**src/cpu_pkg.sv**
```systemverilog
// Package for the code protection unit: address map, field positions and types.
package cpu_pkg;

	// ==========================================================================
	// Address map
	localparam logic [21:0] CPU_BOOT_BASE = 22'h000000;
	localparam logic [21:0] CPU_BLK0_BASE = 22'h000200;
	localparam logic [21:0] CPU_BLK1_BASE = 22'h002000;
	localparam logic [21:0] CPU_BLK2_BASE = 22'h004000;
	localparam logic [21:0] CPU_BLK3_BASE = 22'h006000;
	localparam logic [21:0] CPU_MEM_END   = 22'h008000;
	localparam logic [21:0] CPU_ID_FIRST  = 22'h200000;
	localparam logic [21:0] CPU_ID_LAST   = 22'h200007;
	localparam logic [21:0] CPU_DEVID_LO  = 22'h3ffffe;
	localparam logic [21:0] CPU_DEVID_HI  = 22'h3fffff;
	localparam logic [21:0] CPU_CFG_FIRST = 22'h300000;
	localparam logic [21:0] CPU_CFG_LAST  = 22'h30000d;
	localparam logic [21:0] CPU_CFG_DBG   = 22'h300006;

	// ==========================================================================
	// Protection register offsets
	localparam logic [21:0] CPU_REG_EXT   = 22'h300008;
	localparam logic [21:0] CPU_REG_EXTH  = 22'h300009;
	localparam logic [21:0] CPU_REG_WR    = 22'h30000a;
	localparam logic [21:0] CPU_REG_WRH   = 22'h30000b;
	localparam logic [21:0] CPU_REG_TRD   = 22'h30000c;
	localparam logic [21:0] CPU_REG_TRDH  = 22'h30000d;

	// ==========================================================================
	// Field positions and masks
	localparam int          CPU_EEP_EXT_BIT  = 7;
	localparam int          CPU_BOOT_EXT_BIT = 6;
	localparam int          CPU_EEP_WR_BIT   = 7;
	localparam int          CPU_BOOT_WR_BIT  = 6;
	localparam int          CPU_CFG_WR_BIT   = 5;
	localparam int          CPU_BOOT_TRD_BIT = 6;
	localparam int          CPU_DBG_BIT      = 7;
	localparam logic [7:0]  CPU_LOW_MASK     = 8'h0f;
	localparam logic [7:0]  CPU_EXTH_MASK    = 8'hc0;
	localparam logic [7:0]  CPU_WRH_MASK     = 8'he0;
	localparam logic [7:0]  CPU_TRDH_MASK    = 8'h40;
	localparam logic [7:0]  CPU_ERASED       = 8'hff;
	localparam logic [7:0]  CPU_ZERO         = 8'h00;
	localparam int          CPU_NREG         = 5;
	localparam int          CPU_NCFG         = 14;
	localparam int          CPU_NID          = 8;

	// Device identification words; values are arbitrary.
	localparam logic [7:0]  CPU_DEVID_LO_VAL = 8'h5a;
	localparam logic [7:0]  CPU_DEVID_HI_VAL = 8'ha5;

	// ==========================================================================
	// Types
	typedef enum logic [1:0] {
		CPU_OP_NONE,
		CPU_OP_READ,
		CPU_OP_WRITE,
		CPU_OP_ERASE
	} cpu_op_t;

	typedef struct packed {
		cpu_op_t     op;
		logic        from_prog;
		logic [21:0] addr;
		logic [21:0] pc;
		logic [7:0]  wdata;
	} cpu_req_t;

	typedef struct packed {
		logic        valid;
		logic        blocked;
		logic [7:0]  rdata;
	} cpu_rsp_t;

endpackage : cpu_pkg

```
**src/cpu_code_protect.sv**
```systemverilog
// Code protection unit: checks table and programmer accesses and holds the protect bits.
//
// Operation
// - Program memory splits into five regions, the first a 512-byte boot region at zero.
// - The other four regions sit on binary boundaries up to 007FFFh; unimplemented higher reads are zero.
// - The external protect bit blocks only programmer reads and writes, never the CPU.
// - A region whose write-protect bit is 0 refuses every CPU table write into it.
// - A 0 table-read-protect bit returns zeros to table reads issued from outside the region.
// - Protect bits only go 1 to 0 on a write; only reset and programmer erases return them to 1.
// - The EEPROM read protect blocks external reads and writes; write protect blocks writes.
// - CPU reads and writes of data EEPROM are never blocked by its protect bits.
// - The configuration write-protect bit is read-only to the CPU; only the programmer alters it.
// - Table reads and writes reach user memory and configuration; device ID is readable.
// - Eight identification locations end at 200007h, open to CPU and programmer.
// - Identification reads succeed whatever the protection bits say.
// - A debug configuration bit of 0 enables the on-chip debug function.
`timescale 1ns/1ps
`default_nettype none

module cpu_code_protect (
	// Clock and reset
	input  wire logic          clk_sys,
	input  wire logic          rst,
	// Access request from the table unit or the programmer
	input  wire cpu_pkg::cpu_req_t req,
	// Access answer, one cycle later
	output var  cpu_pkg::cpu_rsp_t rsp,
	// Program memory port
	output logic               pmem_we,
	output logic               pmem_erase,
	output logic [21:0]        pmem_addr,
	output logic [7:0]         pmem_wdata,
	input  wire logic [7:0]    pmem_rdata,
	// Data EEPROM port
	input  wire logic          eep_sel,
	output logic               eep_allow,
	// Status
	output logic               debug_enable
);

	// ==========================================================================
	// Region decode
	function automatic logic [2:0] region_of(input logic [21:0] a);
		if (a < cpu_pkg::CPU_BLK0_BASE) begin
			return 3'h0;
		end else if (a < cpu_pkg::CPU_BLK1_BASE) begin
			return 3'h1;
		end else if (a < cpu_pkg::CPU_BLK2_BASE) begin
			return 3'h2;
		end else if (a < cpu_pkg::CPU_BLK3_BASE) begin
			return 3'h3;
		end else if (a < cpu_pkg::CPU_MEM_END) begin
			return 3'h4;
		end
		return 3'h7;
	endfunction : region_of

	// ==========================================================================
	// Configuration and protection storage
	logic [7:0] cfg_q [cpu_pkg::CPU_NCFG];
	logic [7:0] id_q  [cpu_pkg::CPU_NID];

	// Per-region bits, index 0 is the boot region, 1..4 are the binary blocks.
	logic [cpu_pkg::CPU_NREG-1:0] ext_prot;
	logic [cpu_pkg::CPU_NREG-1:0] wr_prot;
	logic [cpu_pkg::CPU_NREG-1:0] trd_prot;
	logic eep_ext_prot;
	logic eep_wr_prot;
	logic cfg_wr_prot;

	localparam logic [21:0] EXT_IDX  = cpu_pkg::CPU_REG_EXT  - cpu_pkg::CPU_CFG_FIRST;
	localparam logic [21:0] EXTH_IDX = cpu_pkg::CPU_REG_EXTH - cpu_pkg::CPU_CFG_FIRST;
	localparam logic [21:0] WR_IDX   = cpu_pkg::CPU_REG_WR   - cpu_pkg::CPU_CFG_FIRST;
	localparam logic [21:0] WRH_IDX  = cpu_pkg::CPU_REG_WRH  - cpu_pkg::CPU_CFG_FIRST;
	localparam logic [21:0] TRD_IDX  = cpu_pkg::CPU_REG_TRD  - cpu_pkg::CPU_CFG_FIRST;
	localparam logic [21:0] TRDH_IDX = cpu_pkg::CPU_REG_TRDH - cpu_pkg::CPU_CFG_FIRST;
	localparam logic [21:0] DBG_IDX  = cpu_pkg::CPU_CFG_DBG  - cpu_pkg::CPU_CFG_FIRST;

	assign ext_prot[0] = cfg_q[EXTH_IDX[3:0]][cpu_pkg::CPU_BOOT_EXT_BIT];
	assign wr_prot[0]  = cfg_q[WRH_IDX[3:0]][cpu_pkg::CPU_BOOT_WR_BIT];
	assign trd_prot[0] = cfg_q[TRDH_IDX[3:0]][cpu_pkg::CPU_BOOT_TRD_BIT];

	genvar g;
	generate
		for (g = 1; g < cpu_pkg::CPU_NREG; g++) begin : g_blk
			assign ext_prot[g] = cfg_q[EXT_IDX[3:0]][g-1];
			assign wr_prot[g]  = cfg_q[WR_IDX[3:0]][g-1];
			assign trd_prot[g] = cfg_q[TRD_IDX[3:0]][g-1];
		end
	endgenerate

	assign eep_ext_prot = cfg_q[EXTH_IDX[3:0]][cpu_pkg::CPU_EEP_EXT_BIT];
	assign eep_wr_prot  = cfg_q[WRH_IDX[3:0]][cpu_pkg::CPU_EEP_WR_BIT];
	assign cfg_wr_prot  = cfg_q[WRH_IDX[3:0]][cpu_pkg::CPU_CFG_WR_BIT];

	assign debug_enable = ~cfg_q[DBG_IDX[3:0]][cpu_pkg::CPU_DBG_BIT];

	// ==========================================================================
	// Access classification
	logic [2:0] acc_reg;
	logic [2:0] pc_reg;
	logic       in_mem;
	logic       in_id;
	logic       in_cfg;
	logic       in_devid;
	logic [3:0] cfg_idx;
	logic [2:0] id_idx;
	logic       is_rd;
	logic       is_wr;
	logic       is_er;
	logic       prot_cfg;
	logic       pm_sel;
	logic       in_none;

	// address compare
	// An EEPROM access shares the address bus, so every program-side decode is
	// gated off while it is selected; otherwise an EEPROM write at a low address
	// would also strobe program memory.
	assign pm_sel   = !eep_sel;
	assign acc_reg  = region_of(req.addr);
	assign pc_reg   = region_of(req.pc);
	assign in_mem   = pm_sel && (acc_reg != 3'h7);
	assign in_id    = pm_sel && (req.addr >= cpu_pkg::CPU_ID_FIRST)
		&& (req.addr <= cpu_pkg::CPU_ID_LAST);
	assign in_cfg   = pm_sel && (req.addr >= cpu_pkg::CPU_CFG_FIRST)
		&& (req.addr <= cpu_pkg::CPU_CFG_LAST);
	assign in_devid = pm_sel && ((req.addr == cpu_pkg::CPU_DEVID_LO)
		|| (req.addr == cpu_pkg::CPU_DEVID_HI));
	assign in_none  = pm_sel && !in_mem && !in_id && !in_cfg;
	assign cfg_idx  = 4'(req.addr - cpu_pkg::CPU_CFG_FIRST);
	assign id_idx   = req.addr[2:0];
	assign is_rd    = (req.op == cpu_pkg::CPU_OP_READ);
	assign is_wr    = (req.op == cpu_pkg::CPU_OP_WRITE);
	assign is_er    = (req.op == cpu_pkg::CPU_OP_ERASE);
	assign prot_cfg = (cfg_idx >= EXT_IDX[3:0]);

	logic mem_rd_ok;
	logic mem_wr_ok;
	logic cfg_wr_ok;
	logic [7:0] wr_keep;

	localparam logic [7:0] CFG_WR_KEEP = 8'h01 << cpu_pkg::CPU_CFG_WR_BIT;

	always_comb begin
		mem_rd_ok = 1'b0;
		mem_wr_ok = 1'b0;
		if (in_mem) begin
			if (req.from_prog) begin
				mem_rd_ok = ext_prot[acc_reg];
				mem_wr_ok = ext_prot[acc_reg];
			end else begin
				mem_rd_ok = trd_prot[acc_reg] || (pc_reg == acc_reg);
				mem_wr_ok = wr_prot[acc_reg];
			end
		end
	end

	// configuration write gate
	// The processor may rewrite configuration only while the lock bit is erased,
	// and even then the lock bit itself stays out of its reach.
	assign cfg_wr_ok = in_cfg && (req.from_prog || cfg_wr_prot);
	assign wr_keep   = (!req.from_prog && (cfg_idx == WRH_IDX[3:0])) ? CFG_WR_KEEP
		: cpu_pkg::CPU_ZERO;

	always_comb begin
		eep_allow = 1'b0;
		if (eep_sel) begin
			if (!req.from_prog) begin
				eep_allow = 1'b1;
			end else if (is_rd) begin
				eep_allow = eep_ext_prot;
			end else if (is_wr) begin
				eep_allow = eep_ext_prot && eep_wr_prot;
			end
		end
	end

	// ==========================================================================
	// Program memory strobes
	// blocked write suppressed
	assign pmem_we    = is_wr && mem_wr_ok;
	assign pmem_erase = is_er && req.from_prog;
	assign pmem_addr  = req.addr;
	assign pmem_wdata = req.wdata;

	// ==========================================================================
	// Configuration storage update
	always_ff @(posedge clk_sys) begin
		if (rst) begin
			for (int i = 0; i < cpu_pkg::CPU_NCFG; i++) begin
				cfg_q[i] <= cpu_pkg::CPU_ERASED;
			end
		end else if (is_er && req.from_prog) begin
			for (int i = 0; i < cpu_pkg::CPU_NCFG; i++) begin
				cfg_q[i] <= cpu_pkg::CPU_ERASED;
			end
		end else if (is_wr && cfg_wr_ok) begin
			if (prot_cfg) begin
				cfg_q[cfg_idx] <= cfg_q[cfg_idx] & (req.wdata | wr_keep);
			end else begin
				cfg_q[cfg_idx] <= req.wdata;
			end
		end
	end

	always_ff @(posedge clk_sys) begin
		if (rst) begin
			for (int i = 0; i < cpu_pkg::CPU_NID; i++) begin
				id_q[i] <= cpu_pkg::CPU_ERASED;
			end
		end else if (is_wr && in_id) begin
			id_q[id_idx] <= req.wdata;
		end
	end

	// ==========================================================================
	// Read answer
	function automatic logic [7:0] cfg_mask(input logic [21:0] idx);
		unique case (idx)
			EXT_IDX, WR_IDX, TRD_IDX: return cpu_pkg::CPU_LOW_MASK;
			EXTH_IDX:                 return cpu_pkg::CPU_EXTH_MASK;
			WRH_IDX:                  return cpu_pkg::CPU_WRH_MASK;
			TRDH_IDX:                 return cpu_pkg::CPU_TRDH_MASK;
			default:                  return cpu_pkg::CPU_ERASED;
		endcase
	endfunction : cfg_mask

	logic       rd_mem_q;
	logic       rd_ok_q;
	logic [7:0] rd_other_q;
	logic       valid_q;
	logic       blocked_q;
	logic       blocked_d;
	logic [7:0] rd_data;

	always_ff @(posedge clk_sys) begin
		if (rst) begin
			rd_mem_q   <= 1'b0;
			rd_ok_q    <= 1'b0;
			rd_other_q <= cpu_pkg::CPU_ZERO;
		end else begin
			rd_mem_q <= is_rd && in_mem;
			rd_ok_q  <= mem_rd_ok;
			if (!is_rd) begin
				rd_other_q <= cpu_pkg::CPU_ZERO;
			end else if (in_id) begin
				rd_other_q <= id_q[id_idx];
			end else if (in_cfg) begin
				rd_other_q <= cfg_q[cfg_idx] & cfg_mask({18'h0, cfg_idx});
			end else if (in_devid && (req.addr == cpu_pkg::CPU_DEVID_LO)) begin
				rd_other_q <= cpu_pkg::CPU_DEVID_LO_VAL;
			end else if (in_devid) begin
				rd_other_q <= cpu_pkg::CPU_DEVID_HI_VAL;
			end else begin
				rd_other_q <= cpu_pkg::CPU_ZERO;
			end
		end
	end

	// Refusals are gathered in one place so that every path that drops an access
	// also reports it; EEPROM refusals show on eep_allow alone.
	always_comb begin
		blocked_d = 1'b0;
		unique case (req.op)
			cpu_pkg::CPU_OP_READ:  blocked_d = in_mem && !mem_rd_ok;
			cpu_pkg::CPU_OP_WRITE: begin
				blocked_d = (in_mem && !mem_wr_ok) || (in_cfg && !cfg_wr_ok) || in_none;
			end
			cpu_pkg::CPU_OP_ERASE: blocked_d = !req.from_prog;
			cpu_pkg::CPU_OP_NONE:  blocked_d = 1'b0;
		endcase
	end

	always_ff @(posedge clk_sys) begin
		if (rst) begin
			valid_q   <= 1'b0;
			blocked_q <= 1'b0;
		end else begin
			valid_q   <= (req.op != cpu_pkg::CPU_OP_NONE);
			blocked_q <= blocked_d;
		end
	end

	// Memory read data arrives one cycle after the address, so it is gated here.
	assign rd_data = rd_mem_q ? (rd_ok_q ? pmem_rdata : cpu_pkg::CPU_ZERO) : rd_other_q;
	// The answer is packed in one place so that a single process drives the port.
	assign rsp     = '{valid: valid_q, blocked: blocked_q, rdata: rd_data};

endmodule : cpu_code_protect

`default_nettype wire

```
**config.mk**
```make
export PLATFORM = sky130hd
export DESIGN_NAME = cpu_code_protect
export DESIGN_NICKNAME = d
export VERILOG_FILES = /design/src/cpu_pkg.sv /design/src/cpu_code_protect.sv
export SDC_FILE = /design/constraint.sdc
export NUM_CORES = 1
export LEC_CHECK = 0
export BUFFER_PORTS_ARGS = -buffer_cell sky130_fd_sc_hd__clkbuf_2
export CORE_MARGIN = 4
export CORE_UTILIZATION = 52
export CTS_CLUSTER_DIAMETER = 100
export DETAILED_ROUTE_END_ITERATION = 10
export HOLD_SLACK_MARGIN = 0.03
export MAX_ROUTING_LAYER = met4
export PLACE_DENSITY = 0.81
export SLEW_MARGIN = 30
export SYNTH_ARGS = -nofsm -noshare
export SYNTH_HDL_FRONTEND = slang
export SYNTH_SLANG_ARGS = --single-unit
```
**constraint.sdc**
```tcl
create_clock -name clk_sys -period 3.5 [get_ports clk_sys]
set_input_delay 0.875 -clock clk_sys [delete_from_list [all_inputs] [get_ports clk_sys]]
set_output_delay 0.875 -clock clk_sys [all_outputs]
set_load 0.03 [all_outputs]
```
==> results.md, run 1 <==
- 1st-pass router iterations: 8
- I/O pin total: 110
- Post-synth cell types: 62
- Final min period: 3.524 ns
- Critical Path RT: 2.62 ns
- Power Dens Cells: 442.1 mW/mm2
- Most common cell in the netlist: edfxtp_1
- Syn. warnings: 0
- Synth top area share: 0.5664
- Final hold vios: 0
- GP Congestion: 0.9302
- Worst-Margin Slew: 0.7621 ns
- Area leader, netlist: edfxtp_1
- H-tree depth: 4
- Synthesis-to-finish area growth: 15.92%
- First-pass GRT wire length: 36840 um
- Async SR Flop Fraction: 0
- Fraction of layout cells with a size suffix above 1: 0.3974
- Cts bufs inserted: 17
- ANT nets after route: 0
- Outcome: complete, but fails checks
- Die ar.: 0.02102 mm2
- Chip height: 145.0 um
- Critical Path Max Stage Delay: 0.53 ns
- Post-synthesis xor/xnor area fraction: 0.001796
- Cell Chain, Critical Path: clkbuf_2 -> or4_4 -> or4_4 -> o221ai_2 -> a22oi_2 -> nor4_4 -> clkbuf_8
- Fill cells: 1347
- Max cap viols: 0
- Leakage: 3.754 nW
- Drt drc: 0
- Largest cells by area after synthesis: edfxtp_1 57%, mux4_2 12%, or2_2 4.7%, nand2b_1 3.6%, nand2_1 3.0%
- Register bit count reported by yosys: 196
- Critical Path Source: req[47]
- Routed WL per cell: 21.55 um
- Clock Sinks: 196
- Post-Synth Simple-Gate Area: 0.1761
- Starting Density: 0.5358
- Sequential area share after synthesis: 0.5910
- R2r startpoint: cfg_q[12][3]$_SDFFCE_PN1P_
- Placed insts: 1055
- Num rows: 49
- Overflow after GRT: 0
- Period utilization: 1.007
- Finished Layout Cells: 1087
- Post-synth top cells: 184 x edfxtp_1, 79 x nand2_1, 73 x or2_2, 56 x nand2b_1, 53 x mux4_2
- Worst Setup Path Type: in2out
- Root buf cell: clkbuf_16
- Initial antenna violation count: 0
- VDD IR max: 361.1 uV
- Vias in the first global route: 6369
- Worst-skew pair later-pin latency: 0.45 ns
- Average size of a mapped cell: 13.38 um2
- Final HPWL DP: 16750 um
- Unrepaired setup endpoints after global routing: true
- Slew HR: 0.4914
- Port buffer count: 100
- Largest family of logic cells by synthesized area: simple AND/OR/NAND/NOR gates
- Top_reg_cell synth: edfxtp_1
- Failing checks: setup timing
- Synth Area in Compound Gates: 0.04078
- Slew Limit Fails: 0
- Ant diodes: 0
- Hold WC Path Type: in2reg
- Crit path buffers/inverters: 2
- Cell mode on critical path: or4_4
- Slowest stage cell, crit path: or4_4
- Largest net degree at the start of global routing: 36
- Achievable Freq: 283.7 MHz
- Clock Skew: 0.01232 ns
- DIE WIDTH: 145.0 um
- DR vias: 6388
- Setup bufs post-CTS: 0
- Crit path max-delay family: simple AND/OR/NAND/NOR gates
- Crit start category: primary input
- EDFF count, synth: 184
- Post-Syn Instances: 729
- Clock slew at reported path FFs: 0.07 ns
- Crit. path cell count: 7
- Iter 0 DRT Violations: 798
- WHS: 0.6841 ns
- Post-synthesis mux area share: 0.1338
- Final WL: 23420 um
- Setup WS post-layout: -0.02445 ns
- Crit-path max FO: 2
- Critical path arrival: 2.65 ns
- Hold Startpoint: rst
- Vias/cell: 5.877
- Overall Global Routing Usage: 0.2344
- Post-Synth Adder-Cell Area: 0
- Final net count: 911
- CTS tree: done
- Placeable Area: 0.01821 mm2
- Hold Path Depth: 2
- CP Capture Type: output pin
- R2R cell count: 5
- Final setup viols: 1
- Power, Total: 4.999 mW
- CTS max path bufs: 2
- Syn Std Cell Area: 0.009756 mm2
==> kinds of logic after synthesis <==
logic type | Yosys count
xor+xnor | 2
simple gates | 300
mux | 64
flops | 196
compound gates | 61
other cells | 1
buf+inv | 105
==> per-stage QoR <==
stage	setup TNS [ns]	area (um2)	utilization	setup slack [ns]
2_1_floorplan	-0.1043	9819	-	-0.1043
3_3_place_gp	-0.1374	10710	0.5881	-0.1374
3_5_place_dp	-0.1575	10710	0.5883	-0.1575
4_1_cts	-0.01475	11310	0.6210	-0.01475
5_1_grt	-0.05268	11310	0.6210	-0.05268
6_report	-0.02445	11310	0.6210	-0.02445
==> timing repair <==
item | 4_1_cts | 5_1_grt
resized for setup | 5 | 0
pin swaps | 1 | 0
endpoints found under the setup margin | 1 | 1
hold buffers | 0 | 0
==> power by group <==
| part | internal (mW) | switching, mW |
|---|---|---|
| clock network | 1.02 | 0.879 |
| registers | 2.61 | 0.0174 |
| logic | 0.178 | 0.291 |
| total | 3.81 | 1.19 |
==> layout by cell type, fill, tap and decap left out, types with 6 or more instances in the layout <==
master and n:
a21oi_1 10, and3_1 10, buf_4 63, clkbuf_16 19
clkbuf_2 98, conb_1 14, dfxtp_1 12, edfxtp_1 184
inv_1 21, inv_4 6, mux2i_1 10, mux4_2 53
nand2_1 79, nand2b_1 56, nand3_1 8, nand4_1 8
nor2_1 18, nor3_1 6, o21ai_0 13, o21ai_1 7
or2_1 6, or2_2 73
==> path summary, 6_finish.rpt <==
kind                            endpoint  slack, ns
setup / recovery                 pmem_we      -0.02
hold / removal        valid_q$_SDFF_PP0_       0.68
setup reg to reg  cfg_q[15][3]$_DFFE_PP_       1.34
hold reg to reg     blocked_q$_SDFF_PP0_       0.82
==> sequential cells by signal (all words and copies together), names as in the netlist <==
signal      cells
cfg_q         120
id_q           64
rd_other_q      8
blocked_q       1
rd_mem_q        1
rd_ok_q         1
valid_q         1
==> routing by layer <==
layer / wire length (um) / track usage / vias up
li1: - / - / 2862
met1: 9393 / 0.3051 / 3153
met2: 11730 / 0.3822 / 340
met3: 1871 / 0.04646 / 33
met4: 429 / 0.06413 / 0
met5: 0 / - / -
==> cell type report <==
class                      count  area (um2)  share of cell area
clock inverter                12       83.83            0.007413
inverter                      22       82.58            0.007303
timing repair buffer         167        1077             0.09526
multi-input combinational    441        3523              0.3116
sequential                   196        5766              0.5098
clock buffer                  20       489.2             0.04326
tap                          229       286.5             0.02534
Power figures use the tool's default switching activity.
==> inputs of run 2 (changes only) <==
==> constraint.sdc (replaced) <==
create_clock -name clk_sys -period 3.5 [get_ports clk_sys]
set_input_delay 0.7 -clock clk_sys [delete_from_list [all_inputs] [get_ports clk_sys]]
set_output_delay 0.7 -clock clk_sys [all_outputs]
set_load 0.03 [all_outputs]
==> run 2 against run 1 <==
  * The run now ends clean
  * Routed wire length is 2.1% lower
  * Final area down 2.7%
  * Final cell count is 2.9% lower
  * Sequential cell count did not move
  * Critical path type unchanged
  * Largest cell class unchanged
  * Highest routed layer unchanged
==> results.md, run 2 (synthesized netlist as in run 1, its figures left out) <==
- Routed WL per cell: 21.74 um (+0.88%)
- 1st-pass router iterations: 7 (-1)
- Root buf cell: clkbuf_16
- Ant diodes: 0 (unchanged)
- Iter 0 DRT Violations: 777 (-2.6%)
- Max FFs per register: 120 (unchanged)
- First-pass GRT wire length: 35820 um (-2.8%)
- Power, Total: 4.996 mW (about the same)
- Vias in the first global route: 6285 (-1.3%)
- Unrepaired setup endpoints after global routing: false
- Worst-Margin Slew: 0.6649 ns (-0.09725 ns)
- Most frequent cells in the layout: 184 x edfxtp_1, 99 x clkbuf_2, 79 x nand2_1
- R2r startpoint: cfg_q[12][0]$_SDFFCE_PN1P_
- H-tree depth: 4 (unchanged)
- Chip height: 145.0 um (unchanged)
- Period utilization: 0.9639 (-0.04309)
- Final setup viols: 0 (-1)
- Worst-skew pair later-pin latency: 0.44 ns (about the same)
- Die ar.: 0.02102 mm2 (unchanged)
- Slew Limit Fails: 0 (unchanged)
- Crit-path max FO: 3 (+1)
- Critical Path Source: req[47]
- Grt peak-use layer: met2
- Power Dens Cells: 453.9 mW/mm2 (+2.7%)
- Max cap viols: 0 (unchanged)
- Hold Startpoint: rst
- ANT nets after route: 0 (unchanged)
- Reg with most FFs: cfg_q
- Grt met3 use: 0.04708 (+0.0006236)
- Fill cells: 1323 (-1.8%)
- VDD IR max: 408.5 uV (+13%)
- Outcome: finished, final reports clean
- Synthesis-to-finish area growth: 12.84%
- Overall Global Routing Usage: 0.2271 (-0.007264)
- Clock Skew: 0.01574 ns (+0.003415 ns)
- Achievable Freq: 296.4 MHz (+4.5%)
- Starting Density: 0.5358 (unchanged)
- Hold WC Path Type: in2reg
- Commonest non-fill, non-tap cell in the layout: edfxtp_1
- Setup WS post-layout: 0.1264 ns (+0.1508 ns)
- DIE WIDTH: 145.0 um (unchanged)
- Critical Path RT: 2.80 ns (+0.18 ns)
- Top Registers: cfg_q x120, id_q x64, rd_other_q x8
- I/O pin total: 110 (unchanged)
- Final min period: 3.374 ns (-0.1508 ns)
- Clock Sinks: 196 (unchanged)
- Port buffer count: 100 (unchanged)
- R2R setup slack: 1.22 ns (-0.12 ns)
- Largest net degree at the start of global routing: 52 (+44%)
- Fraction of layout cells with a size suffix above 1: 0.3692 (-0.02819)
- CTS max path bufs: 2 (unchanged)
- Final HPWL DP: 16380 um (-2.2%)
- Sum Neg Setup Slack: 0 ns (+0.02445 ns)
- Num rows: 49 (unchanged)
- Vias/cell: 5.969 (+1.6%)
- CTS tree: done
- Cts bufs inserted: 17 (unchanged)
- Crit start category: primary input
- GP Congestion: 0.8997 (-3.3%)
- Slew HR: 0.5538 (+0.06241)
- Setup bufs post-CTS: 0 (unchanged)
- Worst Setup Path Type: in2out
- Initial antenna violation count: 0 (unchanged)
- CP Capture Type: output pin
- CTS Hold Bufs: 0 (unchanged)
- Drt drc: 0 (unchanged)
- Placeable Area: 0.01821 mm2 (unchanged)
- Clock slew at reported path FFs: 0.07 ns (about the same)
- Cts repair resizes: 0 (-5)
- Final hold vios: 0 (unchanged)
- Final net count: 879 (-3.5%)
- Final WL: 22930 um (-2.1%)
- GR Util met1: 0.2833 (-0.02187)
- Grt met2 use: 0.3777 (-0.004460)
- Pre-CTS setup slack: 0.1677 ns (+0.3252 ns)
- Critical path arrival: 2.67 ns (+0.02 ns)
- Leakage: 3.589 nW (-4.4%)
- Overflow after GRT: 0 (unchanged)
- DR vias: 6297 (-1.4%)
- WHS: 0.5216 ns (-0.1626 ns)
run 2: changes by cell type in the layout (fill, tap and decap cells not counted), sizes merged:
| cell | previous run | this run |
|---|---|---|
| bufinv | 0 | 1 |
| clkinvlp | 1 | 0 |
| buf | 68 | 36 |
| clkbuf | 119 | 121 |
| clkinv | 3 | 6 |
| inv | 30 | 25 |
run 2: worst paths after layout:
check | end | cells past startpoint
worst max-delay path | pmem_we | 7
worst min-delay path | valid_q$_SDFF_PP0_ | 2
worst max register to register | cfg_q[14][0]$_DFFE_PP_ | 4
worst min register to register | blocked_q$_SDFF_PP0_ | 4
run 2: area by class of cell:
type                            instances  area [um2]  area share
Inverter                               22       82.58    0.007502
Clock buffer                           22       506.7     0.04603
Timing Repair Buffer                  135       778.2     0.07070
Tap cell                              229       286.5     0.02603
Clock inverter                         10       88.84    0.008070
Multi-Input combinational cell        441        3500      0.3179
Sequential cell                       196        5766      0.5238
run 2: critical path, cell delays in order:
cell and delay [ns]:
clkbuf_2 0.10, or4_4 0.56, or4_1 0.48, o221ai_1 0.27, a22oi_1 0.12, nor4_2 0.18
clkbuf_2 0.25
run 2: per-layer routing:
layer,up-vias,wire [um]
met1,3082,8626
met3,47,2155
met2,368,11590
li1,2800,-
met5,-,0
met4,0,565
run 2: report_power, final:
part / switching, mW / internal [mW]
combinational: 0.278 / 0.149
sequential: 0.0175 / 2.61
clock: 0.832 / 1.11
total: 1.13 / 3.87
run 2: stage by stage:
step / utilization / cell area, um2 / instances
after CTS: 0.6044 / 11010 / 1055
after global placement: 0.5717 / 10410 / 1023
after global routing: 0.6045 / 11010 / 1055
final: 0.6045 / 11010 / 1055
after floorplan: - / 9811 / 742
after detailed placement: 0.5717 / 10410 / 1023
